## src/hdl/field_sup_pkg.sv

```systemverilog
// Constants shared by the excitation field supervision block.
// Assumes a 40 MHz supervision clock; settings are unsigned integers in step units.
package field_sup_pkg;
  // Clock rate
  localparam int unsigned CLK_HZ = 40000000;
  // Open-field delay: 5 ms per step, default 3.000 s
  localparam int unsigned OF_STEP_US = 5000;
  localparam int unsigned OF_STEP_CYC = (CLK_HZ / 1000000) * OF_STEP_US;
  localparam logic [11:0] OF_DELAY_RST = 12'h258;
  // Thresholds in hundredths: high 1.00, low 0.10
  localparam logic [11:0] CS_HIGH_RST = 12'h064;
  localparam logic [11:0] IF_LOW_RST = 12'h00a;
  // Temperature alarm level in whole units, default 100
  localparam logic [7:0] TEMP_ALARM_RST = 8'h64;
  // Breaker timing: 0.1 s per step; inverter 1.0 s, trip 0.5 s
  localparam int unsigned TENTH_MS = 100;
  localparam int unsigned TENTH_CYC = (CLK_HZ / 1000) * TENTH_MS;
  localparam logic [13:0] INV_TIME_RST = 14'h000a;
  localparam logic [13:0] BRK_TIME_RST = 14'h0005;
  // Ramp rate in hundredths p.u./s; default 0.02, output in 1e-4 p.u.
  localparam logic [6:0] RAMP_RATE_RST = 7'h02;
  // One ramp tick per 10 ms; at rate r hundredths/s the output moves r units of 1e-4 p.u. per tick
  localparam int unsigned RAMP_TICK_MS = 10;
  localparam int unsigned RAMP_TICK_CYC = (CLK_HZ / 1000) * RAMP_TICK_MS;
  // Breaker trip sequence
  typedef enum logic [1:0] {BRK_IDLE, BRK_INVERT, BRK_OPENING, BRK_DONE} brk_state_t;
endpackage

```

## src/hdl/field_sup.sv

```systemverilog
// Excitation field supervision: open field trip, switch temperature alarm,
// internal field breaker trip sequence and open-loop control ramp.
// Assumes all inputs synchronous to REF_CLK and settings held stable.
// Overview of operation
// - Open-field monitoring enable, default disabled
// - Open field when signal high, current low
// - Persisting condition trips rectifier, stops excitation
// - Open-field delay in 5 ms steps, 3 s
// - Control-signal high threshold, hundredths, default 1
// - Field-current low threshold, not exceeded, 0.10
// - Temperature above level raises alarm, default 100
// - Temperature supervision is always active
// - Breaker off with machine breaker open de-excites
// - Open field breaker after inverter-mode time
// - Event when breaker not open in time
// - Trip-to-open delay, tenth seconds, default 0.5
// - Open-loop option ramps control at set rate
`timescale 1ns/10ps
`default_nettype none
module field_sup
  import field_sup_pkg::*;
#(
  parameter int unsigned OF_STEP_CYCLES = field_sup_pkg::OF_STEP_CYC,
  parameter int unsigned TENTH_CYCLES = field_sup_pkg::TENTH_CYC,
  parameter int unsigned RAMP_CYCLES = field_sup_pkg::RAMP_TICK_CYC
) (
  input wire logic REF_CLK,
  input wire logic RESET_N,
  input wire logic CLK_EN,
  input wire logic OPEN_FIELD_MON_EN,
  input wire logic [11:0] OF_DELAY_STEPS,
  input wire logic [11:0] CTRL_HIGH_THR,
  input wire logic [11:0] FIELD_LOW_THR,
  input wire logic [11:0] CTRL_SIGNAL,
  input wire logic [11:0] FIELD_CURRENT,
  input wire logic [7:0] TEMP_ALARM_LEVEL,
  input wire logic [7:0] SWITCH_TEMP,
  input wire logic INT_BRK_TRIP_EN,
  input wire logic MACHINE_BRK_OPEN,
  input wire logic FIELD_BRK_OFF_CMD,
  input wire logic FIELD_BRK_IS_OPEN,
  input wire logic [13:0] INV_TIME_STEPS,
  input wire logic [13:0] BRK_TIME_STEPS,
  input wire logic OPEN_LOOP_REFERENCE_OPTION,
  input wire logic RAMP_UP,
  input wire logic RAMP_DOWN,
  input wire logic [6:0] RAMP_RATE,
  output logic OPEN_FIELD_ACTIVE,
  output logic RECT_TRIP,
  output logic TEMP_ALARM,
  output logic DEEXCITE,
  output logic FIELD_BRK_TRIP,
  output logic BRK_FAIL_EVENT,
  output logic [15:0] RAMP_CTRL
);
  import field_sup_pkg::*;

  ////////////////////////////////////////////////////////////////////////////
  // Open field detection
  ////////////////////////////////////////////////////////////////////////////

  // Condition decode; current equal to the low threshold still counts
  wire cond_open = (CTRL_SIGNAL > CTRL_HIGH_THR) && (FIELD_CURRENT <= FIELD_LOW_THR);
  wire of_run = OPEN_FIELD_MON_EN && cond_open;
  logic [31:0] of_pre_q;
  logic [11:0] of_steps_q;
  logic trip_q;
  wire of_pre_wrap = (of_pre_q == OF_STEP_CYCLES - 1);
  wire of_expired = (of_steps_q >= OF_DELAY_STEPS);

  // Trip latches until reset so excitation stays stopped after a fault
  always_ff @(posedge REF_CLK or negedge RESET_N) begin
    if (!RESET_N) begin
      of_pre_q <= '0;
      of_steps_q <= '0;
      trip_q <= 1'b0;
    end else if (CLK_EN) begin
      if (!of_run) begin
        of_pre_q <= '0;
        of_steps_q <= '0;
      end else if (of_expired) begin
        trip_q <= 1'b1;
      end else if (of_pre_wrap) begin
        of_pre_q <= '0;
        of_steps_q <= of_steps_q + 12'h001;
      end else begin
        of_pre_q <= of_pre_q + 32'h1;
      end
    end
  end

  ////////////////////////////////////////////////////////////////////////////
  // Switch temperature alarm, no enable on purpose
  ////////////////////////////////////////////////////////////////////////////

  logic temp_q;
  logic active_q;
  always_ff @(posedge REF_CLK or negedge RESET_N) begin
    if (!RESET_N) begin
      temp_q <= 1'b0;
      active_q <= 1'b0;
    end else if (CLK_EN) begin
      temp_q <= (SWITCH_TEMP > TEMP_ALARM_LEVEL);
      active_q <= of_run;
    end
  end

  ////////////////////////////////////////////////////////////////////////////
  // Internal field breaker trip sequence
  ////////////////////////////////////////////////////////////////////////////

  brk_state_t st_q, st_d;
  logic [31:0] tpre_q;
  logic [13:0] tsteps_q;
  logic ev_q;
  wire start_seq = INT_BRK_TRIP_EN && MACHINE_BRK_OPEN && FIELD_BRK_OFF_CMD;
  wire tick = (tpre_q == TENTH_CYCLES - 1);
  wire inv_done = (tsteps_q >= INV_TIME_STEPS);
  wire brk_late = (tsteps_q >= BRK_TIME_STEPS);

  // Next state
  always_comb begin
    st_d = st_q;
    case (st_q)
      BRK_IDLE: begin
        if (start_seq) st_d = BRK_INVERT;
      end
      BRK_INVERT: begin
        if (inv_done) st_d = BRK_OPENING;
      end
      BRK_OPENING: begin
        if (FIELD_BRK_IS_OPEN || brk_late) st_d = BRK_DONE;
      end
      BRK_DONE: begin
        if (!FIELD_BRK_OFF_CMD) st_d = BRK_IDLE;
      end
      default: st_d = BRK_IDLE;
    endcase
  end

  // Time base restarts on each state change so each phase counts from zero
  always_ff @(posedge REF_CLK or negedge RESET_N) begin
    if (!RESET_N) begin
      st_q <= BRK_IDLE;
      tpre_q <= '0;
      tsteps_q <= '0;
      ev_q <= 1'b0;
    end else if (CLK_EN) begin
      st_q <= st_d;
      ev_q <= (st_q == BRK_OPENING) && !FIELD_BRK_IS_OPEN && brk_late;
      if (st_d != st_q || st_q == BRK_IDLE || st_q == BRK_DONE) begin
        tpre_q <= '0;
        tsteps_q <= '0;
      end else if (tick) begin
        tpre_q <= '0;
        tsteps_q <= tsteps_q + 14'h0001;
      end else begin
        tpre_q <= tpre_q + 32'h1;
      end
    end
  end

  ////////////////////////////////////////////////////////////////////////////
  // Open-loop control ramp (test use only)
  ////////////////////////////////////////////////////////////////////////////

  // Output in 1e-4 p.u.; each 10 ms tick moves rate hundredths/s by rate*1e-4
  logic [31:0] rpre_q;
  logic [15:0] ramp_q;
  wire rtick = (rpre_q == RAMP_CYCLES - 1);
  wire [15:0] step = {9'h000, RAMP_RATE};
  wire [16:0] up_sum = {1'b0, ramp_q} + {1'b0, step};
  wire [15:0] up_val = up_sum[16] ? 16'hffff : up_sum[15:0];
  wire [15:0] dn_val = (ramp_q < step) ? 16'h0000 : ramp_q - step;

  // Saturating ramp; holds when the option is deselected
  always_ff @(posedge REF_CLK or negedge RESET_N) begin
    if (!RESET_N) begin
      rpre_q <= '0;
      ramp_q <= '0;
    end else if (CLK_EN) begin
      rpre_q <= rtick ? 32'h0 : rpre_q + 32'h1;
      if (OPEN_LOOP_REFERENCE_OPTION && rtick) begin
        if (RAMP_UP && !RAMP_DOWN) ramp_q <= up_val;
        else if (RAMP_DOWN && !RAMP_UP) ramp_q <= dn_val;
      end
    end
  end

  // Outputs
  assign OPEN_FIELD_ACTIVE = active_q;
  assign RECT_TRIP = trip_q;
  assign TEMP_ALARM = temp_q;
  assign DEEXCITE = (st_q == BRK_INVERT) || (st_q == BRK_OPENING);
  assign FIELD_BRK_TRIP = (st_q == BRK_OPENING) || (st_q == BRK_DONE);
  assign BRK_FAIL_EVENT = ev_q;
  assign RAMP_CTRL = ramp_q;
endmodule
`default_nettype wire

```

## config.mk

```make
export PLATFORM = sky130hd
export DESIGN_NAME = field_sup
export DESIGN_NICKNAME = d
export VERILOG_FILES = /design/src/hdl/field_sup_pkg.sv /design/src/hdl/field_sup.sv
export SDC_FILE = /design/constraint.sdc
export NUM_CORES = 1
export LEC_CHECK = 0
export BUFFER_PORTS_ARGS = -buffer_cell sky130_fd_sc_hd__buf_2
export CAP_MARGIN = 20
export CORE_UTILIZATION = 38
export CTS_BUF_LIST = sky130_fd_sc_hd__clkbuf_16
export CTS_CLUSTER_SIZE = 8
export DETAILED_ROUTE_END_ITERATION = 16
export MAX_ROUTING_LAYER = met4
export PLACE_DENSITY = 0.58
export SKIP_LAST_GASP = 1
export SLEW_MARGIN = 20
export SYNTH_ARGS = -nofsm -noshare
export SYNTH_HDL_FRONTEND = slang
export SYNTH_SLANG_ARGS = --single-unit
```

## constraint.sdc

```tcl
create_clock -name REF_CLK -period 6.15 [get_ports REF_CLK]
set_input_delay 1.23 -clock REF_CLK [delete_from_list [all_inputs] [get_ports REF_CLK]]
set_output_delay 1.23 -clock REF_CLK [all_outputs]
set_load 0.1 [all_outputs]
```

==> flow_summary.yaml, run 1 <==
clock_network:
  cts.sinks: 144
  clk_latency_ns: 0.43
  post_cts_resized: 0
  cts_hold_buf: 0
  clkTransAtPathRegs_ns: 0.07
  clockBufferDepth: 2
  cts_tree: "yes"
  cts-root-buf: "clkbuf_16"
  post_cts_buffers: 0
  htreeDepth: 4
  cts_buffers: 17
global_route:
  grt.total_usage: 0.208
  grt_max_degree: 102
  grt_pass1_vias: 9497
  antenna_found_initial: 0
  grt_pass1_wl_um: 47000
  grt_overflow_total: 0
setup_path:
  critPathArrivalTime_ns: 4.47
  cp-start-kind: "input pin"
  worstPathMaxFanout: 13
  r2r_setup_slack_ns: 2.51
  reg2reg_from: "of_steps_q[2]$_DFFE_PN0P_"
  path_class: "in -> reg"
  crit_end: "of_pre_q[24]$_DFFE_PN0P_"
  rr_endpoint: "of_pre_q[24]$_DFFE_PN0P_"
  worstSetupStartpoint: "OF_DELAY_STEPS[2]"
  cp-end-kind: "flop"
  reg2reg_depth: 8
  cp_data_required_time_ns: 6.52
die:
  die_area_um2: 28600
  ios: 144
  core-area_um2: 27200
  die_x_um: 169
  initial_utilization: 0.391
  die_h_um: 169
  rows: 60
yosys:
  netlist_area_um2: 10600
  synth_seq_cells: 144
  synth_ff_type: "dfrtp_1"
  syn_area_per_cell_um2: 8.34
  synth-async-reset-ratio: 1.00
  synthCells: 1275
  ys_types: 71
  synth-edff-count: 0
  seq_area_frac_synth: 0.339
  ys_warn_count: 0
  syn-num-nets: 1495
run:
  maxCapViolCount: 0
drt:
  first_pass_iters: 5
  via_per_inst: 5.47
  drcViolationCount: 0
  drt_iter0_drc: 734
  wl_per_cell_um: 15.4
  postRouteWirelength_um: 27600
  ant_nets: 0
  vias: 9826
sta:
  rsz0062_at_grt: "no"
  maxSlewHeadroom: 0.323
  fin_ws_ns: 2.05
  fin_crit_sh: 0.666
  holdWs_ns: 0.498
  skew_ns: 0.0115
  fmax_ghz: 0.244
  finalSetupTns_ns: 0
  min_period_ns: 4.10
  final-max-slew-violation-count: 0
  worstMarginPinSlew_ns: 1.00
  hold_violations: 0
  setup_viol: 0
power_and_ir_drop:
  power_frac_comb: 0.197
  ir_drop_mv: 0.235
  seq_power_share: 0.379
  leakage_nw: 5.90
  clock_power_share: 0.423
  p_int_w: 0.00184
  powerDensity_nw_per_um2: 216
  p_sw_frac: 0.314
  power.total_w: 0.00268
  power_switching_w: 0.000842
placement:
  placement.io_buffers: 143
  place_congestion: 0.921
  dpl.hpwl_um: 20300
  place_ws_ns: 1.55
  dpl-instance-area_um2: 11800
cells_and_area:
  post-route-cell-area_um2: 12400
  finalNetCount: 1631
  syn_to_final_growth_pct: 16.6
  antenna_cells: 0
  layout-drive-gt1-share: 0.145
outcome:
  status: "finished, final reports clean"
worst_hold_path:
  hold_class: "reg -> reg"
## Yosys cell counts, types with 7 or more instances
library cell | instances | area [µm²]
nand2_1 | 117 | 439
o21ai_0 | 64 | 320
xnor2_1 | 38 | 333
o31ai_1 | 24 | 180
nand3_1 | 71 | 355
or3_1 | 7 | 43.8
nand4_1 | 39 | 244
nor3_1 | 23 | 115
nor4_1 | 35 | 219
o21a_1 | 9 | 67.6
a31oi_1 | 29 | 181
and3_1 | 29 | 181
clkbuf_1 | 33 | 124
a21o_1 | 19 | 143
nand2b_1 | 17 | 106
nor2b_1 | 28 | 175
and2_1 | 9 | 56.3
o211ai_1 | 8 | 60.1
dfrtp_1 | 144 | 3600
inv_1 | 111 | 417
or4_1 | 18 | 135
nor2_1 | 110 | 413
a21oi_1 | 61 | 305
and4_1 | 8 | 70.1
xor2_1 | 24 | 210
ha_1 | 96 | 1200
## layer usage
metal	vias to the layer above	part of all wire	wire [µm]	GRT usage
li1	4891	-	-	-
met1	4691	0.49	13500	0.278
met2	215	0.46	12800	0.328
met3	29	0.037	1030	0.0315
met4	0	0.011	317	0.0505
met5	-	0	0	-
## area by class of cell
class                           count  area [µm²]
Sequential cell                   144        3600
Clock buffer                       17         425
Fill cell                        2744       14800
Multi-Input combinational cell    982        6470
Tap cell                          372         465
Timing Repair Buffer              154         805
Inverter                          112         420
Clock inverter                     15         209
## state kept, by name, summed over array words and instances, names as in the netlist
register	flops
OPEN_FIELD_ACTIVE	1
of_pre_q	32
of_steps_q	12
rpre_q	32
TEMP_ALARM	1
RECT_TRIP	1
RAMP_CTRL	16
tsteps_q	14
st_q	2
tpre_q	32
BRK_FAIL_EVENT	1
## how the worst min path moves through the flow
stage / cells past startpoint / start / to / slack (ns)
2_1_floorplan: 1 / rpre_q[31]$_DFFE_PN0P_ / rpre_q[31]$_DFFE_PN0P_ / 0.44
3_3_place_gp: 1 / rpre_q[31]$_DFFE_PN0P_ / rpre_q[31]$_DFFE_PN0P_ / 0.49
3_5_place_dp: 1 / RECT_TRIP$_DFFE_PN0P_ / RECT_TRIP$_DFFE_PN0P_ / 0.48
4_1_cts: 1 / rpre_q[31]$_DFFE_PN0P_ / rpre_q[31]$_DFFE_PN0P_ / 0.50
5_1_grt: 1 / rpre_q[31]$_DFFE_PN0P_ / rpre_q[31]$_DFFE_PN0P_ / 0.53
6_report: 1 / BRK_FAIL_EVENT$_DFFE_PN0P_ / BRK_FAIL_EVENT$_DFFE_PN0P_ / 0.50
## worst max-delay path, stage by stage
cell and delay (ns):
buf_2 0.08, inv_1 0.03, ha_1 0.30, a21o_1 0.18, a31oi_1 0.24, o21ai_0 0.33, a211oi_1 0.81, nand4_1 0.67
nor4_1 0.44, a211o_1 0.15
## logic make-up (layout without fill, tap and decap cells)
kind of cell,after synthesis,after routing,share of synthesized area
AOI/OAI and AO/OA,277,277,0.173
xor gates and xnor gates,62,62,0.0511
adders and majority gates,98,98,0.117
buffers and inverters,149,298,0.0536
DFF,144,144,0.339
muxes,5,5,0.00483
and+or+nand+nor,540,540,0.262
## power groups by stage
stage               logic [W]  clock network (W)  registers [W]
floorplan            0.000325                  0        0.00107
global placement     0.000529                  0        0.00103
detailed placement   0.000532                  0        0.00103
CTS                  0.000534            0.00116        0.00102
global route         0.000596            0.00120        0.00102
finish               0.000528            0.00113        0.00102
## cell usage in the layout (no fill, tap or decap), types with 39 or more instances in the layout
cell,synthesis,final
nand2_1,117,117
nand4_1,39,39
ha_1,96,96
inv_1,111,112
a21oi_1,61,60
dfrtp_1,144,144
nand3_1,71,71
o21ai_0,64,64
nor2_1,110,110
buf_2,2,142
## per-stage QoR
step,instances,utilization
2_1_floorplan,1275,-
3_3_place_gp,1764,0.433
3_5_place_dp,1764,0.433
4_1_cts,1796,0.456
5_1_grt,1796,0.456
6_report,1796,0.456
Note: power is estimated with default switching activity, not from simulation.
==> inputs of run 2 (changes only) <==
Settings changed: PLACE_DENSITY 0.58 to 0.6.
Clock period 6.15 ns to 3.7 ns, I/O delays scaled along.
==> run 2 against run 1 <==
Compared with the run above: clock power up 57%; via count down 0.63%; final cell count up 1.1%; combinational power grew 69%; sequential cell count unchanged; routed wire length down 2.1%; worst setup slack got worse by 1.5 ns; die area stayed put; clock-buffer cell count is the same; register-to-register slack got worse by 2.0 ns; sequential power is 66% higher; critical path type is now reg -> reg; largest cell class unchanged; highest routed layer unchanged.
==> flow_summary.yaml, run 2 (synthesized netlist as in run 1, its figures left out) <==
outcome:
  status: "finished, final reports clean"
cells_and_area:
  syn_to_final_growth_pct: 17.5
  layout-drive-gt1-share: 0.155
  finalNetCount: 1649
  reg_top3: "of_pre_q (32), rpre_q (32), tpre_q (32)"
  final_cell_mix: "dfrtp_1 (144), buf_2 (142), nand2_1 (117)"
  nFillCells: 2735
  regArea_um2: 3600
  post-route-cell-area_um2: 12500
  final_common_cell: "dfrtp_1"
  multi_input_area_um2: 6470
die:
  die_h_um: 169
  initial_utilization: 0.391
  die_x_um: 169
  die_area_um2: 28600
  ios: 144
  rows: 60
  core-area_um2: 27200
setup_path:
  cp-end-kind: "flop"
  slowest_stage: "or4_1"
  cp-start-kind: "flop"
  path_delay_family: "simple AND/OR/NAND/NOR gates"
  cp_data_required_time_ns: 4.03
  cp.buffers_inverters: 0
  worstPathMaxFanout: 13
  cpPeakStageDelay_ns: 0.57
  critPathArrivalTime_ns: 3.50
  path_class: "reg -> reg"
  cp_cell_sequence: "ha_1, a21oi_1, a21boi_0, or3_1, or4_1, a22oi_2, nand2_1, o31ai_1"
  r2r_setup_slack_ns: 0.53
global_route:
  grt.total_usage: 0.203
  grt_pass1_vias: 9387
  grt_pass1_wl_um: 46200
  grt_max_degree: 85
  grt_overflow_total: 0
  antenna_found_initial: 2
power_and_ir_drop:
  ir_drop_mv: 0.368
  leakage_nw: 5.97
  powerDensity_nw_per_um2: 348
  power.total_w: 0.00435
drt:
  first_pass_iters: 6
  vias: 9764
  ant_nets: 0
  drcViolationCount: 0
  wl_per_cell_um: 14.9
  drt_iter0_drc: 581
  via_per_inst: 5.38
  postRouteWirelength_um: 27000
sta:
  worstMarginPinSlew_ns: 0.828
  maxSlewHeadroom: 0.448
  rsz0062_at_grt: "no"
  hold_violations: 0
  skew_ns: 0.0171
  min_period_ns: 3.17
  fmax_ghz: 0.315
  fin_crit_sh: 0.857
  holdWs_ns: 0.360
  setup_viol: 0
  final-max-slew-violation-count: 0
  finalSetupTns_ns: 0
placement:
  placement.io_buffers: 143
  dpl-instance-area_um2: 11900
  dpl.hpwl_um: 20100
  place_congestion: 0.891
clock_network:
  htreeDepth: 4
  cts_hold_buf: 0
  clockBufferDepth: 2
  clk_latency_ns: 0.44
  post_cts_resized: 0
  cts_buffers: 17
  cts_tree: "yes"
  cts-root-buf: "clkbuf_16"
  cts.sinks: 144
  post_cts_buffers: 0
  clkTransAtPathRegs_ns: 0.07
worst_hold_path:
  hold_class: "in -> async"
run:
  maxCapViolCount: 0
[run 2: cell count changes in the layout (fill, tap and decap cells not counted)]
cell	change
diode_2	+2
inv_6	-3
buf_4	+18
clkinvlp_4	+3
clkinv_4	-2
bufinv_16	-1
clkinv_2	+2
[run 2: area by class of cell]
cell class | count | area share
flip-flops and latches | 144 | 0.288
repair buffers | 172 | 0.0752
multi-input cells | 982 | 0.518
diodes | 2 | 0.000401
inverters | 112 | 0.0337
clock buffers | 17 | 0.0341
clock inverters | 14 | 0.0134
well taps | 372 | 0.0373
[run 2: worst register-to-register path: stages (launching register included)]
cell,delay [ns]
dfrtp_1,0.45
ha_1,0.33
a21oi_1,0.16
a21boi_0,0.15
or3_1,0.38
or4_1,0.57
a22oi_2,0.28
nand2_1,0.37
o31ai_1,0.37
[run 2: power breakdown]
part	switching, W	total, W	internal [W]
registers	0.0000658	0.00169	0.00162
clock network	0.000712	0.00177	0.00105
logic	0.000592	0.000891	0.000300
total	0.00137	0.00435	0.00298
[run 2: layer usage]
layer  GRT usage  routed length [µm]  vias to the layer above
met5           -                   0                        -
met2       0.326               12400                      209
met1       0.270               13200                     4599
li1            -                   -                     4927
met4      0.0431                 293                        0
met3      0.0340                1090                       29
[run 2: metrics by stage]
step | utilization | setup WS (ns) | instances
6_report | 0.460 | 0.529 | 1815
4_1_cts | 0.460 | 0.541 | 1813
5_1_grt | 0.460 | 0.277 | 1815
2_1_floorplan | - | 0.353 | 1275
3_5_place_dp | 0.438 | 0.182 | 1782
3_3_place_gp | 0.438 | 0.289 | 1782
[run 2: final timing paths]
path | start | end | depth (start not counted)
min in group REF_CLK | rpre_q[31]$_DFFE_PN0P_ | rpre_q[31]$_DFFE_PN0P_ | 1
min | RESET_N | TEMP_ALARM$_DFFE_PN0P_ | 1
min reg2reg | rpre_q[31]$_DFFE_PN0P_ | rpre_q[31]$_DFFE_PN0P_ | 1
max in group asynchronous | RESET_N | tpre_q[17]$_DFFE_PN0P_ | 2
max | tsteps_q[12]$_DFFE_PN0P_ | tsteps_q[7]$_DFFE_PN0P_ | 8
max reg2reg | tsteps_q[12]$_DFFE_PN0P_ | tsteps_q[7]$_DFFE_PN0P_ | 8
==> inputs of run 3 (changes only) <==
--- a/config.mk
+++ b/config.mk
@@ -12,4 +12,5 @@
 export CTS_CLUSTER_SIZE = 8
 export DETAILED_ROUTE_END_ITERATION = 16
+export GPL_ROUTABILITY_DRIVEN = 0
 export MAX_ROUTING_LAYER = met4
 export PLACE_DENSITY = 0.6
==> constraint.sdc (replaced) <==
create_clock -name REF_CLK -period 3.7 [get_ports REF_CLK]
set_input_delay 0 -clock REF_CLK [delete_from_list [all_inputs] [get_ports REF_CLK]]
set_output_delay 0 -clock REF_CLK [all_outputs]
set_load 0.1 [all_outputs]
==> run 3 against run 2 <==
Compared with the run above: combinational power increased by 0.4%; final cell count decreased by 0.11%; total power decreased by 1.4%; final area decreased by 0.24%; clock skew increased by 0.0034 ns; maximum frequency increased by 3.6%; sequential share of layout area increased by 0.069 points; largest cell class unchanged; highest routed layer unchanged.
==> flow_summary.yaml, run 3 (synthesized netlist as in run 1, its figures left out) <==
die:
  initial_utilization: 0.391
  die_h_um: 169
  die_x_um: 169
  core-area_um2: 27200
  die_area_um2: 28600
  rows: 60
  ios: 144
clock_network:
  cts-root-buf: "clkbuf_16"
  clk_latency_ns: 0.43
  post_cts_resized: 0
  cts_tree: "yes"
  cts.sinks: 144
  clkTransAtPathRegs_ns: 0.08
  clockBufferDepth: 2
  htreeDepth: 4
  cts_buffers: 17
setup_path:
  cp-end-kind: "flop"
  r2r_setup_slack_ns: 0.64
  cpPeakStageDelay_ns: 0.60
  cp_cell_sequence: "nor4b_1, nand3b_1, or4_1, a41oi_1, inv_1, a221o_1, a22o_1"
  cp.buffers_inverters: 1
  path_class: "reg -> reg"
  cp-start-kind: "flop"
  slowest_stage: "or4_1"
  worstPathMaxFanout: 7
  critPathArrivalTime_ns: 3.36
  path_delay_family: "simple AND/OR/NAND/NOR gates"
  cp_data_required_time_ns: 4.00
power_and_ir_drop:
  clock_power_share: 0.397
  p_int_w: 0.00291
  ir_drop_mv: 0.360
  seq_power_share: 0.394
  powerDensity_nw_per_um2: 344
  leakage_nw: 5.94
  power_switching_w: 0.00138
  power_frac_comb: 0.209
  power.total_w: 0.00429
  p_sw_frac: 0.321
cells_and_area:
  syn_to_final_growth_pct: 17.2
  final_cell_mix: "dfrtp_1 (144), buf_2 (142), nand2_1 (117)"
  regArea_um2: 3600
  final_common_cell: "dfrtp_1"
  reg_top3: "of_pre_q (32), rpre_q (32), tpre_q (32)"
  layout-drive-gt1-share: 0.150
  nFillCells: 2736
  multi_input_area_um2: 6470
  finalNetCount: 1645
sta:
  hold_violations: 0
  rsz0062_at_grt: "no"
  fin_ws_ns: 0.639
  worstMarginPinSlew_ns: 0.921
  fmax_ghz: 0.327
  finalSetupTns_ns: 0
  final-max-slew-violation-count: 0
  setup_viol: 0
  fin_crit_sh: 0.827
  skew_ns: 0.0205
  min_period_ns: 3.06
  maxSlewHeadroom: 0.386
placement:
  place_ws_ns: 0.725
  dpl.hpwl_um: 20300
  placement.io_buffers: 143
drt:
  first_pass_iters: 4
  via_per_inst: 5.44
  vias: 9855
  wl_per_cell_um: 15.1
  ant_nets: 0
  drt_iter0_drc: 579
  drcViolationCount: 0
  postRouteWirelength_um: 27400
global_route:
  grt_pass1_vias: 9692
  grt_pass1_wl_um: 46900
  grt_overflow_total: 0
  grt_max_degree: 93
  antenna_found_initial: 3
  grt.total_usage: 0.206
outcome:
  status: "finished, final reports clean"
worst_hold_path:
  hold_class: "in -> reg"
run:
  maxCapViolCount: 0
run 3: worst paths after layout:
kind	end	cells after the start	from
setup reg to reg	RAMP_CTRL[13]$_DFFE_PN0P_	7	rpre_q[7]$_DFFE_PN0P_
setup / recovery	RAMP_CTRL[13]$_DFFE_PN0P_	7	rpre_q[7]$_DFFE_PN0P_
min in group asynchronous	RAMP_CTRL[5]$_DFFE_PN0P_	2	RESET_N
max in group asynchronous	tsteps_q[9]$_DFFE_PN0P_	3	RESET_N
hold / removal	TEMP_ALARM$_DFFE_PN0P_	5	SWITCH_TEMP[7]
hold reg to reg	rpre_q[31]$_DFFE_PN0P_	1	rpre_q[31]$_DFFE_PN0P_
run 3: cell type report:
class	instances	area share
antenna	3	0.000602
multi-input combinational	982	0.519
clock buffer	17	0.0341
clock inverter	15	0.0116
sequential	144	0.289
tap	372	0.0373
timing repair buffer	168	0.0746
inverter	112	0.0337
run 3: stage by stage:
stage	utilization	hold WS (ns)	area [µm²]	std cells
after global placement	0.436	0.171	11900	1775
after global routing	0.459	0.0497	12500	1813
final	0.459	0.0309	12500	1813
after CTS	0.458	0.0171	12500	1810
after detailed placement	0.436	0.171	11900	1775
after floorplan	-	-0.296	10600	1275
run 3: per-layer routing:
metal  GRT usage  vias to the layer above  routed length [µm]
met3      0.0292                       15                1050
met4      0.0533                        0                 227
li1            -                     4919                   -
met2       0.333                      212               13000
met5           -                        -                   0
met1       0.271                     4709               13100
run 3: power by group through the flow:
stage	Clock, W	Sequential [W]	Combinational [W]
after floorplan	0	0.00177	0.000540
after global placement	0	0.00171	0.000887
after detailed placement	0	0.00172	0.000893
after CTS	0.00174	0.00169	0.000900
after global routing	0.00181	0.00170	0.000999
final	0.00170	0.00169	0.000895
run 3: worst reg2reg max path, stage by stage (launching register included):
cell      delay [ns]
dfrtp_1         0.42
nor4b_1         0.46
nand3b_1        0.17
or4_1           0.60
a41oi_1         0.59
inv_1           0.18
a221o_1         0.31
a22o_1          0.23
run 3: repair_timing:
item,in CTS,in global routing
hold endpoints to repair,93,0
setup buffers,0,0
endpoints found under the setup margin,0,0
hold buffers,3,0
